<file path="src/common/mup_pkg.sv">
// Purpose: constants for the motion unit offset and interpolation parameter bank
// Assumes: Avalon-MM byte addresses, register index times four gives the byte address
// Notes: indices below 0x60c5 mirror object numbers, the rest sit in a free range
package mup_pkg;
   // register indices, byte address is index * 4
   localparam logic [14:0] IDX_VEL_UNIT = 15'h60a9;
   localparam logic [14:0] IDX_POS_OFF = 15'h60b0;
   localparam logic [14:0] IDX_SPD_OFF = 15'h60b1;
   localparam logic [14:0] IDX_TRQ_OFF = 15'h60b2;
   localparam logic [14:0] IDX_SETPOINT = 15'h60c1;
   localparam logic [14:0] IDX_INTERP_TIME = 15'h60c2;
   localparam logic [14:0] IDX_BUF_MAX = 15'h60c4;
   localparam logic [14:0] IDX_BUF_ACT = 15'h6100;
   localparam logic [14:0] IDX_BUF_ORG = 15'h6101;
   localparam logic [14:0] IDX_BUF_POS = 15'h6102;
   localparam logic [14:0] IDX_REC_SIZE = 15'h6103;
   localparam logic [14:0] IDX_BUF_CLEAR = 15'h6104;
   localparam logic [14:0] IDX_STATUS = 15'h6105;
   // velocity unit word fields
   localparam int VEL_TIME_LSB = 8;
   localparam int VEL_POS_LSB = 16;
   localparam int VEL_EXP_LSB = 24;
   localparam logic [7:0] VEL_RSVD_MASK = 8'h00;
   // interpolation time register fields
   localparam int ITP_VAL_LSB = 0;
   localparam int ITP_EXP_LSB = 8;
   // reset values
   localparam logic [31:0] RST_VEL_UNIT = 32'h00b44700;
   localparam logic [31:0] RST_OFFSET = 32'h00000000;
   localparam logic [15:0] RST_TRQ_OFF = 16'h0000;
   localparam logic [7:0] RST_ITP_VAL = 8'h01;
   localparam logic [7:0] RST_ITP_EXP = 8'hfd;
   localparam logic [31:0] RST_BUF_MAX = 32'h00000001;
   localparam logic [31:0] RST_BUF_ACT = 32'h00000001;
   localparam logic [7:0] RST_BUF_ORG = 8'h00;
   localparam logic [15:0] RST_BUF_POS = 16'h0001;
   localparam logic [7:0] RST_REC_SIZE = 8'h04;
   // buffer organization and clear codes
   localparam logic [7:0] ORG_FIFO = 8'h00;
   localparam logic [7:0] ORG_RING = 8'h01;
   localparam logic [7:0] CLR_DISCARD = 8'h00;
   localparam logic [7:0] CLR_ENABLE = 8'h01;
   // interpolation exponents and microsecond scale factors
   localparam logic [7:0] EXP_MILLI = 8'hfd;
   localparam logic [7:0] EXP_M4 = 8'hfc;
   localparam logic [7:0] EXP_M5 = 8'hfb;
   localparam logic [7:0] EXP_MICRO = 8'hfa;
   localparam logic [9:0] US_PER_MS = 10'd1000;
   localparam logic [9:0] US_PER_E4 = 10'd100;
   localparam logic [9:0] US_PER_E5 = 10'd10;
   localparam logic [9:0] US_PER_E6 = 10'd1;
endpackage

</file>
<file path="src/hdl/mup_param_bank.sv">
// Purpose: parameter bank for offsets, velocity units and interpolation setup
// Assumes: Avalon-MM slave, byte addresses, one wait state per access
// Notes: sync and store strobes come from logic on the same clock
//
// The Avalon-MM slave port was decided locally.
`timescale 1ns/10ps

// Overview of operation
// - velocity time unit in bits 8-15
// - velocity position unit in bits 16-23
// - velocity power-of-ten exponent in bits 24-31
// - signed 32-bit position offset, default zero
// - signed 32-bit speed offset, default zero
// - signed 16-bit torque offset, tenth percent
// - first set-point adopted at next sync
// - cycle time is period times ten-power exponent
// - buffer config: max size, organization, size, clear
// - buffer config records next storage position
// - organization zero is FIFO, one is ring
// - clear zero discards and disables, one enables
module mup_param_bank
   import mup_pkg::*;
(
   input wire logic CLK_SYS_I,
   input wire logic RESET_I,
   input wire logic [16:0] AVS_ADDRESS_I,
   input wire logic AVS_READ_I,
   input wire logic AVS_WRITE_I,
   input wire logic [31:0] AVS_WRITEDATA_I,
   input wire logic [3:0] AVS_BYTEENABLE_I,
   output logic [31:0] AVS_READDATA_O,
   output logic AVS_WAITREQUEST_O,
   input wire logic SYNC_I,
   input wire logic REC_STORE_I,
   output logic [7:0] VEL_TIME_UNIT_O,
   output logic [7:0] VEL_POS_UNIT_O,
   output logic [7:0] VEL_EXP_O,
   output logic [31:0] POS_OFFSET_O,
   output logic [31:0] SPEED_OFFSET_O,
   output logic [15:0] TORQUE_OFFSET_O,
   output logic [31:0] SETPOINT_O,
   output logic [19:0] CYCLE_US_O,
   output logic CYCLE_ERR_O,
   output logic BUF_ENABLE_O,
   output logic BUF_RING_O,
   output logic [15:0] BUF_POS_O,
   output logic [7:0] REC_SIZE_O
);

   // merge write data into an old value under byte enables
   function automatic logic [31:0] be_merge(input logic [31:0] old_v, input logic [31:0] new_v,
                                            input logic [3:0] be);
      logic [31:0] res;
      res = old_v;
      for (int b = 0; b < 4; b++) begin
         if (be[b]) begin
            res[b*8 +: 8] = new_v[b*8 +: 8];
         end
      end
      return res;
   endfunction

   // true when the bus address selects a register index
   function automatic logic hit(input logic [16:0] addr, input logic [14:0] idx);
      return addr[16:2] == idx;
   endfunction

   logic wait_reg;
   logic [31:0] rdata_reg;
   logic [31:0] vel_reg;
   logic [31:0] pos_off_reg;
   logic [31:0] spd_off_reg;
   logic [15:0] trq_off_reg;
   logic [31:0] sp_pend_reg;
   logic [31:0] sp_act_reg;
   logic [7:0] itp_val_reg;
   logic [7:0] itp_exp_reg;
   logic [19:0] cyc_reg;
   logic cyc_err_reg;
   logic [31:0] buf_act_reg;
   logic [7:0] buf_org_reg;
   logic [15:0] buf_pos_reg;
   logic [7:0] rec_size_reg;
   logic buf_ring_reg;
   logic buf_en_reg;
   logic wr_go;
   logic rd_go;
   logic [31:0] rdata_next;
   logic [31:0] vel_next;
   logic [15:0] pos_next;

   // a write completes on the edge where waitrequest is seen low, a read is captured one edge earlier
   assign wr_go = AVS_WRITE_I && !wait_reg;
   assign rd_go = AVS_READ_I && wait_reg;

   // one wait state, then a single low cycle of waitrequest
   always_ff @(posedge CLK_SYS_I) begin
      if (RESET_I) begin
         wait_reg <= 1'b1;
      end else begin
         wait_reg <= !((AVS_READ_I || AVS_WRITE_I) && wait_reg);
      end
   end

   // read mux, unmapped and write-only indices read zero
   always_comb begin
      rdata_next = 32'h00000000;
      if (hit(AVS_ADDRESS_I, IDX_VEL_UNIT)) rdata_next = vel_reg;
      if (hit(AVS_ADDRESS_I, IDX_POS_OFF)) rdata_next = pos_off_reg;
      if (hit(AVS_ADDRESS_I, IDX_SPD_OFF)) rdata_next = spd_off_reg;
      if (hit(AVS_ADDRESS_I, IDX_TRQ_OFF)) rdata_next = {16'h0000, trq_off_reg};
      if (hit(AVS_ADDRESS_I, IDX_SETPOINT)) rdata_next = sp_pend_reg;
      if (hit(AVS_ADDRESS_I, IDX_INTERP_TIME)) rdata_next = {16'h0000, itp_exp_reg, itp_val_reg};
      if (hit(AVS_ADDRESS_I, IDX_BUF_MAX)) rdata_next = RST_BUF_MAX;
      if (hit(AVS_ADDRESS_I, IDX_BUF_ACT)) rdata_next = buf_act_reg;
      if (hit(AVS_ADDRESS_I, IDX_BUF_ORG)) rdata_next = {24'h000000, buf_org_reg};
      if (hit(AVS_ADDRESS_I, IDX_BUF_POS)) rdata_next = {16'h0000, buf_pos_reg};
      if (hit(AVS_ADDRESS_I, IDX_STATUS)) rdata_next = {30'h00000000, cyc_err_reg, buf_en_reg};
   end

   // read data captured as waitrequest drops and held until the next read
   always_ff @(posedge CLK_SYS_I) begin
      if (RESET_I) begin
         rdata_reg <= 32'h00000000;
      end else if (rd_go) begin
         rdata_reg <= rdata_next;
      end
   end

   // velocity unit word, low byte forced to zero
   assign vel_next = be_merge(vel_reg, AVS_WRITEDATA_I, AVS_BYTEENABLE_I);
   always_ff @(posedge CLK_SYS_I) begin
      if (RESET_I) begin
         vel_reg <= RST_VEL_UNIT;
      end else if (wr_go && hit(AVS_ADDRESS_I, IDX_VEL_UNIT)) begin
         vel_reg <= {vel_next[31:8], VEL_RSVD_MASK};
      end
   end

   // set value offsets
   always_ff @(posedge CLK_SYS_I) begin
      if (RESET_I) begin
         pos_off_reg <= RST_OFFSET;
         spd_off_reg <= RST_OFFSET;
         trq_off_reg <= RST_TRQ_OFF;
      end else if (wr_go) begin
         if (hit(AVS_ADDRESS_I, IDX_POS_OFF)) begin
            pos_off_reg <= be_merge(pos_off_reg, AVS_WRITEDATA_I, AVS_BYTEENABLE_I);
         end
         if (hit(AVS_ADDRESS_I, IDX_SPD_OFF)) begin
            spd_off_reg <= be_merge(spd_off_reg, AVS_WRITEDATA_I, AVS_BYTEENABLE_I);
         end
         if (hit(AVS_ADDRESS_I, IDX_TRQ_OFF)) begin
            trq_off_reg <= 16'(be_merge({16'h0000, trq_off_reg}, AVS_WRITEDATA_I,
                                        AVS_BYTEENABLE_I));
         end
      end
   end

   // first set-point: written value waits, adopted on sync
   always_ff @(posedge CLK_SYS_I) begin
      if (RESET_I) begin
         sp_pend_reg <= RST_OFFSET;
         sp_act_reg <= RST_OFFSET;
      end else begin
         if (wr_go && hit(AVS_ADDRESS_I, IDX_SETPOINT)) begin
            sp_pend_reg <= be_merge(sp_pend_reg, AVS_WRITEDATA_I, AVS_BYTEENABLE_I);
         end
         if (SYNC_I) begin
            sp_act_reg <= sp_pend_reg;
         end
      end
   end

   // interpolation period value and exponent
   always_ff @(posedge CLK_SYS_I) begin
      if (RESET_I) begin
         itp_val_reg <= RST_ITP_VAL;
         itp_exp_reg <= RST_ITP_EXP;
      end else if (wr_go && hit(AVS_ADDRESS_I, IDX_INTERP_TIME)) begin
         if (AVS_BYTEENABLE_I[0]) itp_val_reg <= AVS_WRITEDATA_I[ITP_VAL_LSB +: 8];
         if (AVS_BYTEENABLE_I[1]) itp_exp_reg <= AVS_WRITEDATA_I[ITP_EXP_LSB +: 8];
      end
   end

   // cycle time in microseconds, flags exponents outside the supported range
   always_ff @(posedge CLK_SYS_I) begin
      if (RESET_I) begin
         cyc_reg <= 20'h00000;
         cyc_err_reg <= 1'b0;
      end else begin
         cyc_err_reg <= 1'b0;
         case (itp_exp_reg)
            EXP_MILLI: cyc_reg <= 20'(itp_val_reg * US_PER_MS);
            EXP_M4: cyc_reg <= 20'(itp_val_reg * US_PER_E4);
            EXP_M5: cyc_reg <= 20'(itp_val_reg * US_PER_E5);
            EXP_MICRO: cyc_reg <= 20'(itp_val_reg * US_PER_E6);
            default: begin
               cyc_reg <= 20'h00000;
               cyc_err_reg <= 1'b1;
            end
         endcase
      end
   end

   // buffer configuration entries written by software
   always_ff @(posedge CLK_SYS_I) begin
      if (RESET_I) begin
         buf_act_reg <= RST_BUF_ACT;
         buf_org_reg <= RST_BUF_ORG;
         buf_ring_reg <= (RST_BUF_ORG == ORG_RING);
         rec_size_reg <= RST_REC_SIZE;
      end else if (wr_go) begin
         if (hit(AVS_ADDRESS_I, IDX_BUF_ACT)) begin
            buf_act_reg <= be_merge(buf_act_reg, AVS_WRITEDATA_I, AVS_BYTEENABLE_I);
         end
         if (hit(AVS_ADDRESS_I, IDX_BUF_ORG) && AVS_BYTEENABLE_I[0]) begin
            buf_org_reg <= AVS_WRITEDATA_I[7:0];
            buf_ring_reg <= (AVS_WRITEDATA_I[7:0] == ORG_RING);
         end
         if (hit(AVS_ADDRESS_I, IDX_REC_SIZE) && AVS_BYTEENABLE_I[0]) begin
            rec_size_reg <= AVS_WRITEDATA_I[7:0];
         end
      end
   end

   // buffer access enable from the clear entry, other codes ignored
   always_ff @(posedge CLK_SYS_I) begin
      if (RESET_I) begin
         buf_en_reg <= 1'b0;
      end else if (wr_go && hit(AVS_ADDRESS_I, IDX_BUF_CLEAR) && AVS_BYTEENABLE_I[0]) begin
         if (AVS_WRITEDATA_I[7:0] == CLR_DISCARD) buf_en_reg <= 1'b0;
         if (AVS_WRITEDATA_I[7:0] == CLR_ENABLE) buf_en_reg <= 1'b1;
      end
   end

   // next free entry: FIFO stops at the size, ring wraps to the first entry
   always_comb begin
      pos_next = buf_pos_reg;
      if (buf_org_reg == ORG_RING) begin
         pos_next = ({16'h0000, buf_pos_reg} >= buf_act_reg) ? RST_BUF_POS
                                                            : 16'(buf_pos_reg + 16'h0001);
      end else if ({16'h0000, buf_pos_reg} < buf_act_reg) begin
         pos_next = 16'(buf_pos_reg + 16'h0001);
      end
   end

   // storage position: clear and software writes take priority over a store
   always_ff @(posedge CLK_SYS_I) begin
      if (RESET_I) begin
         buf_pos_reg <= RST_BUF_POS;
      end else if (wr_go && hit(AVS_ADDRESS_I, IDX_BUF_CLEAR) && AVS_BYTEENABLE_I[0]
                   && AVS_WRITEDATA_I[7:0] == CLR_DISCARD) begin
         buf_pos_reg <= RST_BUF_POS;
      end else if (wr_go && hit(AVS_ADDRESS_I, IDX_BUF_POS)) begin
         buf_pos_reg <= 16'(be_merge({16'h0000, buf_pos_reg}, AVS_WRITEDATA_I,
                                     AVS_BYTEENABLE_I));
      end else if (REC_STORE_I && buf_en_reg) begin
         buf_pos_reg <= pos_next;
      end
   end

   // outputs straight from registers
   assign AVS_READDATA_O = rdata_reg;
   assign AVS_WAITREQUEST_O = wait_reg;
   assign VEL_TIME_UNIT_O = vel_reg[VEL_TIME_LSB +: 8];
   assign VEL_POS_UNIT_O = vel_reg[VEL_POS_LSB +: 8];
   assign VEL_EXP_O = vel_reg[VEL_EXP_LSB +: 8];
   assign POS_OFFSET_O = pos_off_reg;
   assign SPEED_OFFSET_O = spd_off_reg;
   assign TORQUE_OFFSET_O = trq_off_reg;
   assign SETPOINT_O = sp_act_reg;
   assign CYCLE_US_O = cyc_reg;
   assign CYCLE_ERR_O = cyc_err_reg;
   assign BUF_ENABLE_O = buf_en_reg;
   assign BUF_RING_O = buf_ring_reg;
   assign BUF_POS_O = buf_pos_reg;
   assign REC_SIZE_O = rec_size_reg;

   // checks on register and buffer behaviour
   chk_time_unit_wr: assert property (@(posedge CLK_SYS_I) disable iff (RESET_I)
      wr_go && hit(AVS_ADDRESS_I, IDX_VEL_UNIT) && AVS_BYTEENABLE_I[1]
      |=> VEL_TIME_UNIT_O == $past(AVS_WRITEDATA_I[15:8]))
      else $error("time unit not stored from bits 15:8");
   chk_pos_unit_wr: assert property (@(posedge CLK_SYS_I) disable iff (RESET_I)
      wr_go && hit(AVS_ADDRESS_I, IDX_VEL_UNIT) && AVS_BYTEENABLE_I[2]
      |=> VEL_POS_UNIT_O == $past(AVS_WRITEDATA_I[23:16]))
      else $error("position unit not stored from bits 23:16");
   chk_vel_exp_wr: assert property (@(posedge CLK_SYS_I) disable iff (RESET_I)
      wr_go && hit(AVS_ADDRESS_I, IDX_VEL_UNIT) && AVS_BYTEENABLE_I[3]
      |=> VEL_EXP_O == $past(AVS_WRITEDATA_I[31:24]))
      else $error("velocity exponent not stored from bits 31:24");
   chk_pos_offset_wr: assert property (@(posedge CLK_SYS_I) disable iff (RESET_I)
      wr_go && hit(AVS_ADDRESS_I, IDX_POS_OFF) && AVS_BYTEENABLE_I == 4'hf
      |=> POS_OFFSET_O == $past(AVS_WRITEDATA_I))
      else $error("position offset write lost");
   chk_speed_offset_wr: assert property (@(posedge CLK_SYS_I) disable iff (RESET_I)
      wr_go && hit(AVS_ADDRESS_I, IDX_SPD_OFF) && AVS_BYTEENABLE_I == 4'hf
      |=> SPEED_OFFSET_O == $past(AVS_WRITEDATA_I))
      else $error("speed offset write lost");
   chk_torque_offset_wr: assert property (@(posedge CLK_SYS_I) disable iff (RESET_I)
      wr_go && hit(AVS_ADDRESS_I, IDX_TRQ_OFF) && AVS_BYTEENABLE_I[1:0] == 2'h3
      |=> TORQUE_OFFSET_O == $past(AVS_WRITEDATA_I[15:0]))
      else $error("torque offset write lost");
   chk_setpoint_hold: assert property (@(posedge CLK_SYS_I) disable iff (RESET_I)
      !SYNC_I |=> $stable(SETPOINT_O))
      else $error("set-point changed without sync");
   chk_setpoint_sync: assert property (@(posedge CLK_SYS_I) disable iff (RESET_I)
      SYNC_I |=> SETPOINT_O == $past(sp_pend_reg))
      else $error("set-point not adopted at sync");
   chk_cycle_milli: assert property (@(posedge CLK_SYS_I) disable iff (RESET_I)
      itp_exp_reg == EXP_MILLI |=> CYCLE_US_O == 20'($past(itp_val_reg) * US_PER_MS))
      else $error("cycle time wrong for millisecond base");
   chk_ring_wrap: assert property (@(posedge CLK_SYS_I) disable iff (RESET_I)
      REC_STORE_I && buf_en_reg && !wr_go && BUF_RING_O
      && {16'h0000, buf_pos_reg} >= buf_act_reg |=> BUF_POS_O == RST_BUF_POS)
      else $error("ring buffer did not wrap");
   chk_clear_disable: assert property (@(posedge CLK_SYS_I) disable iff (RESET_I)
      wr_go && hit(AVS_ADDRESS_I, IDX_BUF_CLEAR) && AVS_BYTEENABLE_I[0]
      && AVS_WRITEDATA_I[7:0] == CLR_DISCARD |=> !BUF_ENABLE_O && BUF_POS_O == RST_BUF_POS)
      else $error("clear did not discard and disable");
   chk_vel_reserved: assert property (@(posedge CLK_SYS_I) disable iff (RESET_I)
      rd_go && hit(AVS_ADDRESS_I, IDX_VEL_UNIT) |=> AVS_READDATA_O[7:0] == 8'h00)
      else $error("reserved velocity bits read non-zero");
   chk_one_wait: assert property (@(posedge CLK_SYS_I) disable iff (RESET_I)
      (AVS_READ_I || AVS_WRITE_I) && wait_reg |=> !AVS_WAITREQUEST_O ##1 AVS_WAITREQUEST_O)
      else $error("waitrequest did not drop for exactly one cycle");

endmodule

</file>
<file path="config.mk">
export PLATFORM = sky130hd
export DESIGN_NAME = mup_param_bank
export DESIGN_NICKNAME = d
export VERILOG_FILES = /design/src/common/mup_pkg.sv /design/src/hdl/mup_param_bank.sv
export SDC_FILE = /design/constraint.sdc
export NUM_CORES = 1
export LEC_CHECK = 0
export ABC_CLOCK_PERIOD_IN_PS = 7200
export BUFFER_PORTS_ARGS = -buffer_cell sky130_fd_sc_hd__buf_4
export CAP_MARGIN = 0
export CORE_UTILIZATION = 50
export CTS_BUF_LIST = sky130_fd_sc_hd__clkbuf_2 sky130_fd_sc_hd__clkbuf_4 sky130_fd_sc_hd__clkbuf_8
export CTS_CLUSTER_DIAMETER = 80
export CTS_CLUSTER_SIZE = 14
export DETAILED_ROUTE_END_ITERATION = 10
export PLACE_DENSITY = 0.73
export SLEW_MARGIN = 5
export SYNTH_ARGS = -nofsm -noshare
export SYNTH_HDL_FRONTEND = slang
export SYNTH_SLANG_ARGS = --single-unit
</file>
<file path="constraint.sdc">
create_clock -name CLK_SYS_I -period 7.2 [get_ports CLK_SYS_I]
set_input_delay 0.72 -clock CLK_SYS_I [delete_from_list [all_inputs] [get_ports CLK_SYS_I]]
set_output_delay 0.72 -clock CLK_SYS_I [all_outputs]
set_load 0.01 [all_outputs]
</file>
==> metrics.json <==
{
  "worst_pin_slew_ps": 1180,
  "syn-instance-count": 1875,
  "coreArea_mm2": 0.0298,
  "clkSlewWorstSetupHoldPaths_ps": 90,
  "hold_buffers": 0,
  "crit_start": "itp_val_reg[2]",
  "crit_path_end_kind": "flip-flop",
  "postPlaceCellArea_mm2": 0.0175,
  "floorplan.die.height_um": 177,
  "finalWorstPathRequiredPeriod_ps": 4440,
  "syn_std_cell_area_mm2": 0.0152,
  "ctsRootBufferMaster": "sky130_fd_sc_hd__clkbuf_8",
  "outcome": "completed",
  "p_total_mw": 2.79,
  "synthDominantCellAreaShare_pct": 39.7,
  "synth.area.top_cells": "sky130_fd_sc_hd__dfxtp_1, sky130_fd_sc_hd__nand2_1, sky130_fd_sc_hd__ha_1",
  "routed_via_count": 14800,
  "buffer_ports.inserted": 270,
  "fraction_of_synthesis_flops_using_an_asynchronous_set_or_reset_pin_pct": 0,
  "synthTopCellsByCount": "sky130_fd_sc_hd__nand2_1, sky130_fd_sc_hd__dfxtp_1, sky130_fd_sc_hd__a21oi_1, sky130_fd_sc_hd__nor2_1, sky130_fd_sc_hd__ha_1",
  "min_period_over_period_pct": 61.7,
  "p_leak_nw": 7.26,
  "p_per_area_mw_per_mm2": 156,
  "synthMostInstantiatedCell": "sky130_fd_sc_hd__nand2_1",
  "hold_slack_ps": 348,
  "post-cts-setup-buffers": 0,
  "routed_wire_length_per_instance_um": 20.3,
  "critical_path.startpoint_type": "flip-flop",
  "final_design_area_no_fill_mm2": 0.0179,
  "grt_antenna_before_repair": 0,
  "num_antenna_cells": 0,
  "die_x_um": 177,
  "final-hold-violation-count": 0,
  "final-max-slew-violation-count": 0,
  "timing.max_cap.violations": 0,
  "detail_routed_via_count_per_cell": 5.96,
  "global_route_wire_length_before_repair_um": 77600,
  "worst_ir_drop_vdd_uv": 134,
  "max-clock-path-buffers": 3,
  "clkLatencyLatePin_ps": 620,
  "antenna_violating_nets_post_route": 0,
  "floorplan.initialDensity_pct": 51.2,
  "synth-seq-area-share_pct": 39.7,
  "remaining_drc_errors": 0,
  "crit_path_max_fanout": 10,
  "floorplan.die_area_mm2": 0.0312,
  "syn2layout_area_growth_pct": 17.6,
  "post_dp_hpwl_um": 36600,
  "synth-seq-cells": 302,
  "clock-skew-final_ps": 30.0,
  "worst_slew_margin_rel_pct": 21.1,
  "worst-endpoint-arrival_ps": 4940,
  "worstHoldStart": "AVS_READ_I",
  "power.switching_fraction_pct": 25.0,
  "numCtsBuffers": 26,
  "overflow": 0,
  "dpl.cell_count": 2451,
  "totalNegativeSetupSlack_ps": 0,
  "setup_viol": 0,
  "fraction_of_final_layout_cells_with_drive_strength_greater_than_1_pct": 16.1,
  "number_of_synthesized_flops_with_an_enable_pin": 0,
  "grtUsageTotal_pct": 31.6,
  "routabilityCongestion": 0.934,
  "yosysWarnings": 0,
  "drt_pass1_iterations": 6,
  "ys.flop_type": "sky130_fd_sc_hd__dfxtp_1",
  "num_io_pins": 275,
  "number_of_global_route_vias_before_repair": 13900,
  "fillerInstances": 2726,
  "routed_wirelength_um": 50400,
  "internal_power_mw": 2.09,
  "rows": 63,
  "stdcell_count": 2482,
  "rsz0062_at_grt": "no",
  "worstReg2RegStart": "itp_val_reg[2]",
  "numClockSinks": 302,
  "grt_max_degree": 107,
  "post_synth.cell_area_avg_um2": 8.13,
  "nets": 2260,
  "power_frac_seq_pct": 60.0,
  "timing.hold.worst.class": "primary input to flip-flop",
  "synth.largest_area_cell": "sky130_fd_sc_hd__dfxtp_1",
  "worstPathRequired_ps": 7690,
  "dr.first_iter.drc_count": 1533,
  "cts_tree": "built",
  "p_switching_mw": 0.697,
  "htree_levels": 1,
  "timing.setup.critical_path_class": "flip-flop to flip-flop",
  "pwr-share-clk_pct": 34.4,
  "logic_gate_share_of_total_power_pct": 5.6,
  "post_cts_resize_count": 0,
  "ys_types": 71,
  "highest_attainable_clock_frequency_mhz": 225
}
layout make-up:
class	count	area (um^2)	area share, %
clock inverter	4	65.1	0.363
tap	390	488	2.72
sequential	302	6050	33.7
multi-input combinational	1398	8540	47.6
clock buffer	27	365	2.04
timing repair buffer	284	2140	11.9
inverter	77	289	1.61
cells by family after synthesis:
family	synth area share, %
and+or+nand+nor	20.8
AOI/OAI and AO/OA	18.6
DFF	39.7
buffers and inverters	4.47
adders and majority gates	10.4
muxes	4.86
xor gates and xnor gates	1.15
other	0.0246
worst paths after layout:
| kind | end | slack (ps) | depth (start not counted) |
|---|---|---|---|
| setup / recovery | CYCLE_US_O[16] | 2760 | 13 |
| hold / removal | AVS_WAITREQUEST_O | 350 | 2 |
| setup reg to reg | CYCLE_US_O[16] | 2760 | 13 |
| hold reg to reg | SPEED_OFFSET_O[20] | 470 | 2 |
metal layers:
metal | part of all wire, % | GRT usage (%) | up-vias
li1 | - | - | 6951
met1 | 41 | 42.5 | 7031
met2 | 46 | 50.3 | 728
met3 | 10 | 6.89 | 91
met4 | 3.1 | 10.3 | 0
met5 | 0 | 0 | -
power groups by stage:
stage,logic [mW],clock network [mW],registers (mW)
after floorplan,0.0765,0,1.72
after global placement,0.150,0,1.72
after detailed placement,0.150,0,1.71
after CTS,0.151,0.966,1.68
after global routing,0.163,1.03,1.68
final,0.156,0.959,1.68
worst max-delay path, cell delays in order (launching register included):
cell	delay, ps
sky130_fd_sc_hd__dfxtp_1	640
sky130_fd_sc_hd__inv_1	180
sky130_fd_sc_hd__fa_1	560
sky130_fd_sc_hd__fa_1	440
sky130_fd_sc_hd__fa_1	520
sky130_fd_sc_hd__fa_1	520
sky130_fd_sc_hd__inv_1	40
sky130_fd_sc_hd__ha_1	350
sky130_fd_sc_hd__o21ai_0	170
sky130_fd_sc_hd__a21oi_1	90
sky130_fd_sc_hd__o41a_1	380
sky130_fd_sc_hd__a31oi_1	220
sky130_fd_sc_hd__xor2_1	170
sky130_fd_sc_hd__nor2_1	60
metrics by stage:
stage / setup WS (ps) / utilization [%]
after floorplan: 3160 / -
after global placement: 2870 / 58.7
after detailed placement: 2790 / 58.7
after CTS: 2780 / 60.2
after global routing: 2490 / 60.2
final: 2760 / 60.2
cell usage in the layout (no fill, tap or decap), drive strengths merged, types with 5 or more instances in the layout:
cell type,instances
nor2b,7
nor4,16
o31ai,8
a221oi,16
xnor2,10
o22ai,8
buf,284
o2bb2ai,5
and3,9
a211oi,8
nand4,15
nor3,21
xor2,10
inv,78
ha,87
a22oi,47
a221o,9
o21a,5
a222oi,27
nand2,432
dfxtp,302
and2,7
a21o,12
nor2,179
nand2b,7
mux2i,74
fa,25
a31oi,12
o221ai,5
o21ai,62
or3,6
or2,6
a21oi,193
nand3,21
clkbuf,27
No activity file was read; power rests on OpenSTA's default activity.
